==> src/logic/service_io_regs.vh <==
`ifndef SERVICE_IO_REGS_VH
`define SERVICE_IO_REGS_VH
// register offsets with the byte-lane order select at 0
`define OFS_TEMP_OK        20'h00380
`define OFS_POWER_OK       20'h00400
`define OFS_LAMP           20'h00480
`define OFS_DISK_ID        20'h00500
`define OFS_DISK_LED       20'h00580
`define OFS_ACT_LOW        20'h00600
`define OFS_ACT_HIGH       20'h00680
`define OFS_CONV0          20'h00700
`define OFS_CONV1          20'h00780
`define OFS_FAN0           20'h00800
`define OFS_FAN1           20'h00880
`define OFS_ALARM          20'h00900
`define OFS_CONTRAST       20'h00980
`define OFS_DISP_H1_DATA   20'h00A00
`define OFS_DISP_H1_INSTR  20'h00A80
`define OFS_DISP_H2_DATA   20'h00B00
`define OFS_DISP_H2_INSTR  20'h00B80
// non-volatile window, lane order select at 0
`define OFS_NV_START       20'h20000
`define OFS_NV_END         20'h9FFFC
// offset added in high lane order
`define OFS_LANE_HIGH      20'h00003
// reset value of write-only registers
`define RST_WRITE_REG      8'h00
// display strobe width in cycles (time in ns, clock period in ns)
`define DISP_E_NS          450
`define CLK_NS             50
`define DISP_E_CYCLES      ((`DISP_E_NS + `CLK_NS - 1) / `CLK_NS)
// fan pwm period in cycles
`define FAN_PERIOD         6'h3F
`endif

==> src/logic/service_io.v <==
// Functional notes
// - temperature register reads eight supply ok bits
// - power register reads eight supply ok bits
// - offsets end in 3 or 0 by lane
// - lamp bits 7,6 drive green/red error LEDs
// - lamp bits 2..0 modem, shutdown, start lamps
// - disk id register: channel 6..4, id 3..0
// - disk led: address 5..4, strobe 3, data 0
// - two activity registers drive sixteen LEDs
// - converter read returns eight-bit result
// - converter write loads five-bit channel select
// - fan registers take six-bit speed code
// - speed code zero or all ones: full
// - second fan register at its own address
// - alarm bits 1,0 fan tacho errors
// - four display addresses pass through
// - display selects, reset low; enable high
// - contrast bits: select, up/down, step strobe
// - decode 128k byte nv window, 16 clock regs
// - nv window start to end inclusive
// - debug switch or device asserts debug request
// - byte-wide transfers on data lines 7..0
`timescale 1ns/10ps
`include "service_io_regs.vh"
module service_io #(
    parameter E_CYCLES = `DISP_E_CYCLES  // display strobe width
) (
    input  wire        CLOCK,          // 20 MHz clock
    input  wire        RST_N,          // async reset, active low
    input  wire        LANE_ORDER,     // byte_lane_order_select
    input  wire [19:0] ADDR,           // host byte offset
    input  wire        SEL,            // access strobe, one cycle
    input  wire        WRITE,          // 1 write, 0 read
    input  wire [7:0]  WDATA,          // host write data
    output reg  [7:0]  RDATA,          // host read data
    output reg         ACK,            // access done pulse
    output reg         PAR,            // parity of read byte
    input  wire [7:0]  TEMP_OK,        // supply temperature ok pins
    input  wire [7:0]  POWER_OK,       // supply power ok pins
    output reg         ERR_GREEN,      // green error LED
    output reg         ERR_RED,        // red error LED
    output reg         MODEM_LAMP,     // modem_lamp
    output reg         SHUTDOWN_LAMP,  // shutdown_lamp
    output reg         START_LAMP,     // start_lamp
    output reg  [2:0]  SCSI_CHANNEL,   // scsi channel number
    output reg  [3:0]  SCSI_ID,        // scsi id
    output reg  [1:0]  DISK_LED_ADDR,  // disk led address
    output reg         DISK_LED_STB,   // disk led strobe
    output reg         DISK_LED_DATA,  // disk led data
    output reg  [15:0] ACTIVITY_LED,   // activity_led_output
    input  wire [7:0]  CONV0_RESULT,   // converter_result 0
    input  wire [7:0]  CONV1_RESULT,   // converter_result 1
    output reg  [4:0]  CONV0_CHAN,     // converter_channel_select 0
    output reg  [4:0]  CONV1_CHAN,     // converter_channel_select 1
    output reg         FAN0_PWM,       // fan speed output 0
    output reg         FAN1_PWM,       // fan speed output 1
    input  wire        UPS_OFFLINE,    // ups off line
    input  wire        UPS_UNCONN,     // ups not connected
    input  wire        EXT_ALARM,      // external alarm
    input  wire        ALARM_UNCONN,   // alarm not connected
    input  wire [1:0]  TACHO_ERR,      // fan tacho errors
    output reg         CONTRAST_SEL,   // contrast select
    output reg         CONTRAST_UP,    // contrast up/down
    output reg         CONTRAST_STEP,  // contrast step strobe
    output reg         DISP_H1_SEL_N,  // display_half1_select_n
    output reg         DISP_H2_SEL_N,  // display_half2_select_n
    output reg         DISP_RESET_N,   // display reset, low
    output reg         DISP_RW,        // display 1 read, 0 write
    output reg         DISP_DI,        // display 1 data, 0 instr
    output reg         DISP_E,         // display enable, high
    output reg  [7:0]  DISP_DOUT,      // display data out
    output reg         DISP_DOE_N,     // display data enable, low
    input  wire [7:0]  DISP_DIN,       // display data in
    output reg         NV_SEL,         // nv memory access pulse
    output reg  [16:0] NV_ADDR,        // nv byte address
    output reg         NV_RTC,         // access hits clock regs
    output reg         NV_WRITE,       // nv write
    output reg  [7:0]  NV_WDATA,       // nv write data
    input  wire [7:0]  NV_RDATA,       // nv read data, same cycle
    input  wire        DEBUG_SWITCH,   // front panel switch
    input  wire        DEBUG_SELF,     // device's own request
    output reg         DEBUG_REQ,      // debug request to host
    input  wire        DEBUG_IRQ_IN,   // debug interrupt from host
    output reg         DEBUG_IRQ       // debug interrupt, synced
);
    // synchronisers for pin inputs
    reg  [7:0]  temp_s1, temp_s2;       // temperature sync
    reg  [7:0]  pow_s1, pow_s2;         // power sync
    reg  [7:0]  c0_s1, c0_s2;           // converter 0 sync
    reg  [7:0]  c1_s1, c1_s2;           // converter 1 sync
    reg  [5:0]  al_s1, al_s2;           // alarm inputs sync
    reg  [2:0]  dbg_s1, dbg_s2;         // debug sync
    reg  [7:0]  disp_s1, disp_s2;       // display read sync
    reg  [5:0]  fan0_code, fan1_code;   // fan speed codes
    reg  [5:0]  pwm_cnt;                // shared pwm counter
    reg  [1:0]  disp_state;             // display cycle state
    reg  [3:0]  e_cnt;                  // enable width counter
    reg  [19:0] base;                   // offset in low-lane form
    reg         hit;                    // offset is lane-correct
    reg  [7:0]  rd;                     // read mux
    reg         disp_hit;               // display address decoded
    reg         nv_hit;                 // nv window decoded
    wire        busy;                   // display cycle in progress

    localparam D_IDLE = 2'b01;          // no display cycle
    localparam D_STRB = 2'b10;          // enable high

    // full speed for code zero or all ones, else duty of code
    function pwm_level;
        input [5:0] code;
        input [5:0] cnt;
        begin
            if (code == 6'h00 || code == 6'h3F)
                pwm_level = 1'b1;
            else
                pwm_level = (cnt < code);
        end
    endfunction

    // a display cycle blocks every other access until its strobe ends,
    // so no register or nv access can slip in under the slow display
    assign busy = (disp_state == D_STRB);

    // lane check and decode of the host offset
    always @* begin
        base = ADDR;
        hit  = 1'b0;
        if (LANE_ORDER) begin
            hit  = (ADDR[1:0] == 2'b11);
            base = {ADDR[19:2], 2'b00};
        end else begin
            hit  = (ADDR[1:0] == 2'b00);
        end
        nv_hit = hit && base >= `OFS_NV_START
                 && base <= `OFS_NV_END;
        disp_hit = hit && (base == `OFS_DISP_H1_DATA
                 || base == `OFS_DISP_H1_INSTR
                 || base == `OFS_DISP_H2_DATA
                 || base == `OFS_DISP_H2_INSTR);
    end

    // read multiplexer, unmapped reads give zero
    always @* begin
        rd = 8'h00;
        if (hit) begin
            case (base)
                `OFS_TEMP_OK:  rd = temp_s2;
                `OFS_POWER_OK: rd = pow_s2;
                `OFS_CONV0:    rd = c0_s2;
                `OFS_CONV1:    rd = c1_s2;
                `OFS_ALARM:    rd = {al_s2[5:2], 2'b00,
                                     al_s2[1:0]};
                default:       rd = 8'h00;
            endcase
        end
    end

    // two-flop synchronisers
    always @(posedge CLOCK or negedge RST_N) begin
        if (!RST_N) begin
            temp_s1 <= 8'h00; temp_s2 <= 8'h00;
            pow_s1  <= 8'h00; pow_s2  <= 8'h00;
            c0_s1   <= 8'h00; c0_s2   <= 8'h00;
            c1_s1   <= 8'h00; c1_s2   <= 8'h00;
            al_s1   <= 6'h00; al_s2   <= 6'h00;
            dbg_s1  <= 3'h0;  dbg_s2  <= 3'h0;
            disp_s1 <= 8'h00; disp_s2 <= 8'h00;
        end else begin
            temp_s1 <= TEMP_OK;      temp_s2 <= temp_s1;
            pow_s1  <= POWER_OK;     pow_s2  <= pow_s1;
            c0_s1   <= CONV0_RESULT; c0_s2   <= c0_s1;
            c1_s1   <= CONV1_RESULT; c1_s2   <= c1_s1;
            al_s1   <= {UPS_OFFLINE, UPS_UNCONN, EXT_ALARM,
                        ALARM_UNCONN, TACHO_ERR};
            al_s2   <= al_s1;
            dbg_s1  <= {DEBUG_IRQ_IN, DEBUG_SELF, DEBUG_SWITCH};
            dbg_s2  <= dbg_s1;
            disp_s1 <= DISP_DIN;     disp_s2 <= disp_s1;
        end
    end

    // write-only registers hold last written value
    always @(posedge CLOCK or negedge RST_N) begin
        if (!RST_N) begin
            {ERR_GREEN, ERR_RED} <= 2'b00;
            {MODEM_LAMP, SHUTDOWN_LAMP, START_LAMP} <= 3'b000;
            SCSI_CHANNEL  <= 3'h0;
            SCSI_ID       <= 4'h0;
            DISK_LED_ADDR <= 2'h0;
            DISK_LED_STB  <= 1'b0;
            DISK_LED_DATA <= 1'b0;
            ACTIVITY_LED  <= 16'h0000;
            CONV0_CHAN    <= 5'h00;
            CONV1_CHAN    <= 5'h00;
            fan0_code     <= 6'h00;
            fan1_code     <= 6'h00;
            CONTRAST_SEL  <= 1'b0;
            CONTRAST_UP   <= 1'b0;
            CONTRAST_STEP <= 1'b0;
        end else if (SEL && WRITE && hit && !busy) begin
            case (base)
                `OFS_LAMP: begin
                    ERR_GREEN     <= WDATA[7];
                    ERR_RED       <= WDATA[6];
                    MODEM_LAMP    <= WDATA[2];
                    SHUTDOWN_LAMP <= WDATA[1];
                    START_LAMP    <= WDATA[0];
                end
                `OFS_DISK_ID: begin
                    SCSI_CHANNEL <= WDATA[6:4];
                    SCSI_ID      <= WDATA[3:0];
                end
                `OFS_DISK_LED: begin
                    DISK_LED_ADDR <= WDATA[5:4];
                    DISK_LED_STB  <= WDATA[3];
                    DISK_LED_DATA <= WDATA[0];
                end
                `OFS_ACT_LOW:  ACTIVITY_LED[7:0]  <= WDATA;
                `OFS_ACT_HIGH: ACTIVITY_LED[15:8] <= WDATA;
                `OFS_CONV0:    CONV0_CHAN <= WDATA[4:0];
                `OFS_CONV1:    CONV1_CHAN <= WDATA[4:0];
                `OFS_FAN0:     fan0_code  <= WDATA[5:0];
                `OFS_FAN1:     fan1_code  <= WDATA[5:0];
                `OFS_CONTRAST: begin
                    CONTRAST_SEL  <= WDATA[7];
                    CONTRAST_UP   <= WDATA[6];
                    CONTRAST_STEP <= WDATA[0];
                end
                default: ;
            endcase
        end
    end

    // fan pwm, period of 63 counts
    always @(posedge CLOCK or negedge RST_N) begin
        if (!RST_N) begin
            pwm_cnt  <= 6'h00;
            FAN0_PWM <= 1'b1;
            FAN1_PWM <= 1'b1;
        end else begin
            pwm_cnt  <= (pwm_cnt >= `FAN_PERIOD - 6'h01) ? 6'h00
                        : pwm_cnt + 6'h01;
            FAN0_PWM <= pwm_level(fan0_code, pwm_cnt);
            FAN1_PWM <= pwm_level(fan1_code, pwm_cnt);
        end
    end

    // host answer, nv pass-through, display bus cycle
    always @(posedge CLOCK or negedge RST_N) begin
        if (!RST_N) begin
            RDATA <= 8'h00; ACK <= 1'b0; PAR <= 1'b0;
            NV_SEL <= 1'b0; NV_ADDR <= 17'h00000; NV_RTC <= 1'b0;
            NV_WRITE <= 1'b0; NV_WDATA <= 8'h00;
            DISP_H1_SEL_N <= 1'b1; DISP_H2_SEL_N <= 1'b1;
            DISP_RESET_N <= 1'b0; DISP_RW <= 1'b1; DISP_DI <= 1'b0;
            DISP_E <= 1'b0; DISP_DOUT <= 8'h00; DISP_DOE_N <= 1'b1;
            disp_state <= D_IDLE; e_cnt <= 4'h0;
        end else begin
            ACK <= 1'b0;
            NV_SEL <= 1'b0;
            DISP_RESET_N <= 1'b1;
            case (disp_state)
                D_IDLE: begin
                    if (SEL && !busy && nv_hit) begin
                        NV_SEL   <= 1'b1;
                        NV_ADDR  <= base[18:2] - 17'h08000;
                        NV_RTC   <= (base[18:2] - 17'h08000) < 17'h10;
                        NV_WRITE <= WRITE;
                        NV_WDATA <= WDATA;
                    end
                    if (SEL && disp_hit) begin
                        DISP_H1_SEL_N <= base[8];
                        DISP_H2_SEL_N <= ~base[8];
                        DISP_DI   <= ~base[7];
                        DISP_RW   <= ~WRITE;
                        DISP_DOUT <= WDATA;
                        DISP_DOE_N <= ~WRITE;
                        DISP_E    <= 1'b1;
                        e_cnt     <= E_CYCLES[3:0];
                        disp_state <= D_STRB;
                    end else if (SEL) begin
                        ACK   <= 1'b1;
                        RDATA <= nv_hit ? 8'h00 : rd;
                        PAR   <= ^rd;
                    end
                    // nv data lands a cycle after ACK: the chip answers
                    // from NV_ADDR, which is only valid once NV_SEL is up
                    if (NV_SEL) begin
                        RDATA <= NV_WRITE ? 8'h00 : NV_RDATA;
                        PAR   <= NV_WRITE ? 1'b0 : ^NV_RDATA;
                    end
                end
                D_STRB: begin
                    if (e_cnt > 4'h1) begin
                        e_cnt <= e_cnt - 4'h1;
                    end else begin
                        DISP_E <= 1'b0;
                        DISP_H1_SEL_N <= 1'b1;
                        DISP_H2_SEL_N <= 1'b1;
                        DISP_DOE_N <= 1'b1;
                        ACK   <= 1'b1;
                        RDATA <= DISP_RW ? disp_s2 : 8'h00;
                        PAR   <= DISP_RW ? ^disp_s2 : 1'b0;
                        disp_state <= D_IDLE;
                    end
                end
                default: disp_state <= D_IDLE;
            endcase
        end
    end

    // debug request out and host interrupt in
    always @(posedge CLOCK or negedge RST_N) begin
        if (!RST_N) begin
            DEBUG_REQ <= 1'b0;
            DEBUG_IRQ <= 1'b0;
        end else begin
            DEBUG_REQ <= dbg_s2[0] | dbg_s2[1];
            DEBUG_IRQ <= dbg_s2[2];
        end
    end
endmodule // service_io

==> config.mk <==
export PLATFORM = sky130hd
export DESIGN_NAME = service_io
export DESIGN_NICKNAME = d
export VERILOG_FILES = /design/src/logic/service_io.v
export VERILOG_INCLUDE_DIRS = /design/src /design/src/logic
export SDC_FILE = /design/constraint.sdc
export NUM_CORES = 1
export LEC_CHECK = 0
export BUFFER_PORTS_ARGS = -buffer_cell sky130_fd_sc_hd__buf_2
export CORE_ASPECT_RATIO = 0.9
export CORE_UTILIZATION = 54
export DETAILED_ROUTE_END_ITERATION = 8
export GPL_TIMING_DRIVEN = 0
export PLACE_DENSITY = 0.79
export RECOVER_POWER = 50
export SETUP_SLACK_MARGIN = 0.3
export SYNTH_ARGS = -nofsm -noshare
export SYNTH_HDL_FRONTEND = slang
export SYNTH_SLANG_ARGS = --single-unit
export TNS_END_PERCENT = 50
==> constraint.sdc <==
create_clock -name CLOCK -period 3.12 [get_ports CLOCK]
set_clock_uncertainty 0.2 [all_clocks]
set_input_delay 0.936 -clock CLOCK [delete_from_list [all_inputs] [get_ports CLOCK]]
set_output_delay 0.936 -clock CLOCK [all_outputs]
set_load 0.03 [all_outputs]
# Yosys cells after proc, flatten, opt, wreduce, memory -nomap -nowiden
# Cells that the tools add are included.
[word_totals] inputBits=90 output_inout_bits=102 ff_bits=224
[op_classes] n_lt_le_gt_ge=7 n_eq_ne=27 add_sub_neg=3 n_reduce_logical=38 n_bitwise=4 n_mux=44
[op_table] cell="20-bit by 11-bit == test with 1-bit output, second input constant" count=8
[op_table] cell="20-bit by 12-bit == test with 1-bit output, second input constant" count=8
[op_table] cell="8-bit 2-to-1 mux" count=8
[op_table] cell="8-bit one-hot mux with 5 select lines" count=1
[op_table] cell="2-bit AND reduction" count=13
[op_table] cell="8-bit parity" count=3
[op_table] cell="20-bit by 10-bit == test with 1-bit output, second input constant" count=1
[op_table] cell="20-bit by 18-bit >= comparator with 1-bit output, second input constant" count=1
[op_table] cell="20-bit less-or-equal comparator, second input constant" count=1
[op_table] cell="1-bit 2-to-1 mux" count=20
[op_table] cell="17-bit by 5-bit less-than comparator with 1-bit output, second input constant" count=1
[op_table] cell="17-bit by 16-bit subtractor with 17-bit output, second input constant" count=1
[op_table] cell="8-bit one-hot mux with 2 select lines" count=1
[op_table] cell="6-bit == test, second input constant" count=2
[op_table] cell="6-bit logical NOT" count=2
[op_table] cell="6-bit less-than comparator" count=2
[op_table] cell="1-bit one-hot mux with 2 select lines" count=6
[op_table] cell="1-bit logical AND" count=9
[op_table] cell="4-bit 2-to-1 mux" count=2
[op_table] cell="4-bit one-hot mux with 2 select lines" count=1
[op_table] cell="6-bit by 1-bit adder with 6-bit output, second input constant" count=1
[op_table] cell="6-bit >= comparator, second input constant" count=1
[op_table] cell="2-bit 2-to-1 mux" count=3
[op_table] cell="6-bit 2-to-1 mux" count=1
[op_table] cell="16 further kinds" count=26

# Longest topological paths before layout
# Gate-level depths: netlist of the first run.
[logic_depth] depth_word=10 mapped_depth=10 ltp_nobuf=9

# Worst setup path after synthesis of the first run
# No wires, ideal clock.
[synth_timing] kind="input -> register" start="in ADDR[3]" end="reg PAR" n_path_buf=1 arrival_ns=3.188 required_time_ns=2.836 cell_stages=9 slack_ns=-0.352 cell_sequence="or3_1 -> buf_2 -> or4_1 -> o32a_1 -> a211o_1 -> a211o_1 -> a211oi_2 -> o21ai_1 -> a41oi_2"
[synth_between] elab_chain_len=8 elab_cells_between_ends=23 cone_classes="10 x eq/ne; 6 x mux; 7 x reduce/logical"
[synth_lines] item="start: declaration" line_no="service_io.v:31" text="input wire [19:0] ADDR,"
[synth_lines] item="20-bit by 12-bit == test with 1-bit output, or another cell as far along" line_no="service_io.v:146" text="case (base)"
[synth_lines] item="8-bit one-hot mux with 5 select lines / 1-bit logical OR (equally long branches)"
[synth_lines] item="8-bit 2-to-1 mux / 1-bit logical OR (equally long branches)"
[synth_lines] item="8-bit parity / 1-bit logical OR (equally long branches)"
[synth_lines] item="1-bit 2-to-1 mux / 1-bit logical AND (equally long branches)" line_no="service_io.v:281, service_io.v:136"
[synth_lines] item="1-bit 2-to-1 mux / 1-bit logical AND (equally long branches)" line_no="service_io.v:271" text="if (SEL && disp_hit) begin"
[synth_lines] item="1-bit 2-to-1 mux / 3-bit != test (equally long branches)"
[synth_lines] item="1-bit one-hot mux with 2 select lines / 4-bit AND reduction (equally long branches)"
[synth_lines] item="end signal: assignment" line_no="service_io.v:284" text="PAR <= ^rd;"
[synth_lines] item="end signal: assignment" line_no="service_io.v:290" text="PAR <= NV_WRITE ? 1'b0 : ^NV_RDATA;"
[synth_lines] item="end signal: assignment" line_no="service_io.v:303" text="PAR <= DISP_RW ? ^disp_s2 : 1'b0;"
[synth_lines] item="end: declaration" line_no="service_io.v:37" text="output reg PAR,"
# Several ways; a longest one is shown, not always the timed one. The select of a mux whose other input is x is not followed.
# A chain may end at the register's enable or synchronous reset.

# Final worst setup path of the first run
[layout_timing] start="in ADDR[5]" end="reg PAR"
# The elaborated chain is that of the path after synthesis.

==> run summary, run 1 <==
min cycle time layout - 3.11 ns
highest clock rate - 0.322 GHz
average wire per standard cell - 19.1 µm
PortBufs - 186
Clock Sinks - 224
Clock Latency Late Sink - 0.51 ns
startpoint class of the critical path - primary input
Routed WL - 21600 µm
Seq/Total Area, Yosys - 63.3%
Mapped Nets - 784
routed vias - 6378
Clk network pwr share - 38.9%
mux contribution to synthesized area - 12.5%
fin crit share - 99.6%
Crit Path Max Fanout - 5
initial antenna violation count - 1
XOR/XNOR share of the synthesized area - 1.68%
final core occ - 72.0%
Max-slew headroom - -56.0%
fin nets - 1018
Gate Count Post-Synth - 677
Post-Synth Adder-Cell Area - 2.40%
Slew Viols, Final - 106
clock slew at reported path FFs - 0.06 ns
Final Hold Fails - 0
routability cong. - 0.950
Max-cap violations - 1
# fillers - 1090
sequential cell area - 0.00561 mm²
largest family of logic cells by synthesized area - multiplexers
worst-margin pin slew - 2.34 ns
Initial DRT Pass Iterations - 5
Finished Layout Cells - 1131
area occupied by multi-input gates - 0.00356 mm²
Buffers & Inverters on Critical Path - 2
Reg power frac - 49.2%
#FFs+latches synth - 224
peak supply drop - 0.468 mV
internal power - 4.80 mW
Die H - 124 µm
ys flop type - dfrtp_1
die width - 137 µm
die area - 0.0169 mm²
GRT Util Overall - 24.9%
clock root buffer - clkbuf_16
Synth Area in Compound Gates - 8.06%
RSZ-0062 raised after global routing - true
Yosys warning count - 0
cell area after placement - 0.0102 mm²
Final Setup Violations - 0
placed instance count - 1071
total congestion overflow - 0
share of cells above drive strength 1 - 46.3%
DRT iter0 DRCs - 454
Post-synth EDFFs - 0
cell family with most CP delay - compound AO/OA/AOI/OAI gates
Initial Utilization - 55.1%
most used cell along the critical path - o211a_1
run status - finished, violations left
n_diodes - 0
Pwr Density - 556 mW/mm²
Gate power share - 11.9%
simple-gate portion of the synthesized area - 9.87%
P_sw - 1.64 mW
row count - 44
# H-tree levels - 1
synth unique cells - 57
Layout area overhead - 30.5%
Setup CP Type - primary input to register
failing checks - capacitance limit, slew limit
HPWL Detailed - 14600 µm
syn_area_per_cell - 13.1 µm²
DRC viols - 0
worst endpoint required time - 3.29 ns
vias per cell - 5.64
first-pass GRT wire length - 32200 µm
Inserted Clock Buffers - 22
worst stage delay on the critical path - 0.56 ns
crit end category - register
final non-filler cell area - 0.0116 mm²
Core ar. - 0.0161 mm²
largest net degree at the start of global routing - 120
Static Leak - 5.54 nW
clock tree buffer depth - 3
num ports - 192
antenna-violating nets left - 0
CP Data Arrival Time - 3.28 ns
vias in the first global route - 6260
sw frac - 25.5%
synthesized area - 0.00886 mm²
Slowest cell on crit path - or4_1
Pwr Total - 6.44 mW
Worst Hold Class - register to register
cells along the critical path - buf_8, or3_4, buf_6, or4_1, o32ai_4, o211ai_1, o211a_1, o211a_1, o21ai_2, a41oi_2
CTS tree - done
Async SR Flop Fraction - 100%
==> state kept, by name (all words and copies together) (netlist names), 5 cells and up <==
| name | flops |
|---|---|
| RDATA | 8 |
| al_s1 | 6 |
| pow_s2 | 8 |
| fan0_code | 6 |
| disp_s2 | 8 |
| DISP_DOUT | 8 |
| CONV0_CHAN | 5 |
| NV_WDATA | 8 |
| al_s2 | 6 |
| c1_s1 | 8 |
| ACTIVITY_LED | 16 |
| disp_s1 | 8 |
| temp_s1 | 8 |
| NV_ADDR | 17 |
| pwm_cnt | 6 |
| fan1_code | 6 |
| CONV1_CHAN | 5 |
| pow_s1 | 8 |
| temp_s2 | 8 |
| c1_s2 | 8 |
| c0_s1 | 8 |
| c0_s2 | 8 |
==> power groups by stage <==
stage / Clock, mW / Sequential (mW) / Combinational [mW]
after detailed placement: 0 / 3.21 / 0.736
after CTS: 2.55 / 3.16 / 0.753
final: 2.51 / 3.16 / 0.766
after floorplan: 0 / 3.43 / 0.200
after global routing: 2.66 / 3.18 / 0.822
after global placement: 0 / 3.20 / 0.717
==> through the flow <==
step	setup WS, ns	setup TNS [ns]	hold WS (ns)
floorplan	-0.152	-1.73	0.131
global placement	-2.74	-639.99	0.132
detailed placement	-0.921	-42.56	0.135
CTS	0.0360	0	0.146
global route	-0.109	-1.93	0.151
finish	0.0115	0	0.142
==> worst reg2reg max path, delay by kind of cell (launching register included) <==
kind / cells / cell delay [ns]
flip-flops: 1 / 0.55
AO/OA/AOI/OAI: 3 / 0.72
adder cells (fa/ha/maj): 1 / 0.24
buffers and inverters: 3 / 0.63
AND/OR/NAND/NOR: 2 / 0.32
==> layer usage <==
layer	track usage, %	vias up	routed length (µm)
met3	5.29	39	1480
met5	0	-	12
met2	39.9	231	10500
met1	34.5	3207	9130
li1	-	2899	-
met4	7.07	2	508
==> cells in the final DEF (no fill, tap or decap), drive strengths merged, types with 3 or more instances in the layout <==
cell,count
buf,221
dfrtp,217
mux2,94
clkbuf,48
nand2,40
nor2,29
o21ai,26
inv,21
a21oi,21
nand3,19
nand4,17
ha,17
nor3,15
xnor2,13
or4,10
dfstp,7
o211ai,7
and3,7
nor4,7
mux2i,5
nor3b,5
a211oi,5
xor2,4
and2,4
o32a,4
a22oi,4
o22a,4
o211a,4
clkinv,4
a31oi,4
o32ai,4
o21a,3
nor2b,3
nand2b,3
a211o,3
or3,3
o22ai,3
==> cell usage after synthesis (all sizes together) (3+ instances only) <==
library cell / n / area share (%)
and3: 7 / 0.49
o21ai: 26 / 1.5
xnor2: 13 / 1.3
nand3: 19 / 1.1
nand2: 40 / 1.7
a21oi: 21 / 1.2
mux2i: 5 / 0.56
o22a: 4 / 0.40
xor2: 4 / 0.40
nor4: 7 / 0.66
or3: 3 / 0.21
ha: 17 / 2.4
o211ai: 7 / 0.59
o32ai: 4 / 0.40
mux2: 94 / 12
nor3b: 5 / 0.42
a211oi: 5 / 0.48
o21a: 3 / 0.25
nand4: 17 / 1.2
nor3: 15 / 0.85
dfrtp: 217 / 61
o211a: 4 / 0.45
a31oi: 4 / 0.45
or4: 10 / 0.85
nor2: 29 / 1.2
nand2b: 3 / 0.21
o32a: 4 / 0.45
a211o: 3 / 0.30
buf: 7 / 0.32
inv: 21 / 0.89
nor2b: 3 / 0.21
and2: 4 / 0.28
dfstp: 7 / 2.1
clkbuf: 21 / 0.89
o22ai: 3 / 0.21
a22oi: 4 / 0.34
==> cell type report <==
cell class                 instances  area share, %
inverter                          21          0.681
buffer                            28           1.47
timing repair buffer             209           10.4
clock buffer                      32           5.34
sequential                       224           48.5
clock inverter                     5          0.530
tap                              207           2.24
multi-input combinational        405           30.8
==> worst paths after layout <==
check	startpoint	to	slack, ns	cells past startpoint
min in group asynchronous	RST_N	RDATA[3]	0.90	1
hold / removal	temp_s1[6]	temp_s2[6]	0.14	0
hold reg to reg	temp_s1[6]	temp_s2[6]	0.14	0
setup / recovery	ADDR[5]	PAR	0.01	10
setup reg to reg	disp_state[0]	RDATA[5]	0.38	9
max in group asynchronous	RST_N	ERR_GREEN	0.38	1
==> cell families after synthesis <==
family / after synthesis
xor gates and xnor gates: 17
adders and majority gates: 17
buffers and inverters: 49
muxes: 99
and+or+nand+nor: 167
AOI/OAI and AO/OA: 103
other: 1
DFF: 224
==> timing repair <==
| action | 4_1_cts | 5_1_grt |
|---|---|---|
| pin swaps | 14 | 37 |
| endpoints found under the setup margin | 87 | 99 |
| resized for setup | 53 | 93 |
| gates cloned | 1 | 2 |
| buffers inserted | 8 | 12 |
| hold buffers | 0 | 0 |
Power figures use the tool's default switching activity.
==> inputs of run 2 (changes only) <==
- PLACE_DENSITY: 0.79 -> 0.81
==> run summary, run 2 (synthesized netlist as in run 1, its figures left out) <==
worst stage delay on the critical path - 0.49 ns
Max-cap violations - 0
# fillers - 1097
Largest Register - NV_ADDR
setup ws final - -0.0241 ns
Final Setup Violations - 1
Layout area overhead - 30.6%
routability cong. - 0.952
Setup CP Type - primary input to register
# hold bufs at CTS - 0
worst reg-to-reg path cell count - 7
commonest cells after routing, fill and taps aside - dfrtp_1, buf_2, mux2_2, nand2_1, buf_4
Slew Viols, Final - 114
Slowest cell on crit path - or4_1
DRT iter0 DRCs - 376
first-pass GRT wire length - 32900 µm
min cycle time layout - 3.14 ns
worst endpoint required time - 3.35 ns
met3 Resource Use GR - 5.41%
average wire per standard cell - 19.3 µm
cell family with most CP delay - compound AO/OA/AOI/OAI gates
Crit. path cell count - 10
largest net degree at the start of global routing - 115
Initial Utilization - 55.1%
GR Layer Usage met1 - 35.6%
Routed WL - 22000 µm
Static Leak - 5.55 nW
RSZ-0062 raised after global routing - true
highest clock rate - 0.318 GHz
Core ar. - 0.0161 mm²
cells along the critical path - buf_8, or3_4, buf_6, or4_1, o32a_1, a211oi_2, o211ai_1, a211oi_2, o21ai_2, a41oi_2
DRC viols - 0
Clock Sinks - 224
HPWL Detailed - 14800 µm
worst-margin pin slew - 1.52 ns
final non-filler cell area - 0.0116 mm²
# H-tree levels - 1
clock slew at reported path FFs - 0.06 ns
Final Hold Fails - 0
max FFs per register - 17
failing checks - slew limit, setup timing
antenna-violating nets left - 0
PortBufs - 186
row count - 44
run status - finished, violations left
clock tree buffer depth - 3
total congestion overflow - 0
most used cell along the critical path - a211oi_2
die width - 137 µm
crit end category - register
share of cells above drive strength 1 - 46.0%
worst hold path cell count - 0
CP Data Arrival Time - 3.37 ns
fin crit share - 101%
routing usage on met2 - 40.8%
fin nets - 1028
vias in the first global route - 6283
clock root buffer - clkbuf_16
Inserted Clock Buffers - 22
Initial DRT Pass Iterations - 5
Max-slew headroom - -1.51%
Buffers & Inverters on Critical Path - 2
GRT busiest layer - met2
vias per cell - 5.62
routed vias - 6414
GRT Util Overall - 25.7%
Finished Layout Cells - 1141
cell area after placement - 0.0102 mm²
n_diodes - 0
die area - 0.0169 mm²
Pwr Density - 568 mW/mm²
Die H - 124 µm
CTS tree - done
area occupied by multi-input gates - 0.00350 mm²
sequential cell area - 0.00561 mm²
peak supply drop - 0.546 mV
placed instance count - 1071
initial antenna violation count - 1
Clock Latency Late Sink - 0.52 ns
Crit Path Max Fanout - 5
Largest regs - NV_ADDR x17, ACTIVITY_LED x16
Worst Hold Class - register to register
startpoint class of the critical path - primary input
commonest non-fill, non-tap cell in the layout - dfrtp_1
num ports - 192
==> run 2: changes by cell type in the layout (fill, tap and decap cells not counted), moves of 2 or more <==
cell      previous run  this run
mux2_4               9         2
clkbuf_1            14        16
clkbuf_4             4         2
buf_8                3         1
buf_2              184       181
buf_4               15        32
clkinv_2             3         1
mux2_2              85        92
==> run 2: what timing repair did <==
item / CTS / global route
buffers inserted: 10 / 20
setup endpoints to repair: 85 / 87
gates cloned: 2 / 1
endpoints found under the hold margin: 0 / 0
pin swaps: 14 / 37
resized for setup: 58 / 67
==> run 2: worst register-to-register path, cell delays in order (launching register included) <==
cell and delay (ns):
dfstp_2 0.56, ha_1 0.15, buf_2 0.27, nand2_1 0.15, nor4_2 0.36, buf_4 0.28
buf_4 0.28, mux2_2 0.37
==> run 2: worst paths after layout <==
| kind | startpoint | endpoint | slack, ns |
|---|---|---|---|
| max | ADDR[5] | PAR | -0.02 |
| min in group asynchronous | RST_N | disp_s2[3] | 0.59 |
| max in group asynchronous | RST_N | pow_s2[7] | 0.49 |
| min reg2reg | c1_s1[4] | c1_s2[4] | 0.14 |
| max reg2reg | disp_state[0] | NV_ADDR[4] | 0.38 |
| min | c1_s1[4] | c1_s2[4] | 0.14 |
==> run 2: per-layer routing <==
| metal | up-vias | share of wire (%) |
|---|---|---|
| li1 | 2919 | - |
| met1 | 3200 | 42 |
| met2 | 238 | 49 |
| met3 | 55 | 6.5 |
| met4 | 2 | 2.1 |
| met5 | - | 0.059 |
==> run 2: metrics by stage <==
stage | hold WS [ns] | util [%] | setup WS, ns | setup TNS [ns] | power (mW)
2_1_floorplan | 0.131 | - | -0.152 | -1.73 | 3.63
3_3_place_gp | 0.132 | 63.1 | -2.73 | -639.19 | 3.92
3_5_place_dp | 0.135 | 63.3 | -0.931 | -41.90 | 3.95
4_1_cts | 0.145 | 69.9 | 0.0216 | 0 | 6.61
5_1_grt | 0.151 | 72.0 | -0.0521 | -0.0521 | 6.81
6_report | 0.145 | 72.0 | -0.0241 | -0.0241 | 6.57
==> run 2: area by class of cell <==
cell class	count	area share [%]
multi-input combinational	405	30.2
tap	207	2.24
clock buffer	32	5.34
buffer	28	1.45
inverter	21	0.681
clock inverter	5	0.897
sequential	224	48.5
timing repair buffer	219	10.7
==> run 2: report_power, final <==
| group | switching, mW | internal, mW | total [mW] |
|---|---|---|---|
| clock network | 1.08 | 1.55 | 2.63 |
| registers | 0.0814 | 3.08 | 3.16 |
| logic | 0.510 | 0.267 | 0.777 |
| total | 1.67 | 4.90 | 6.57 |
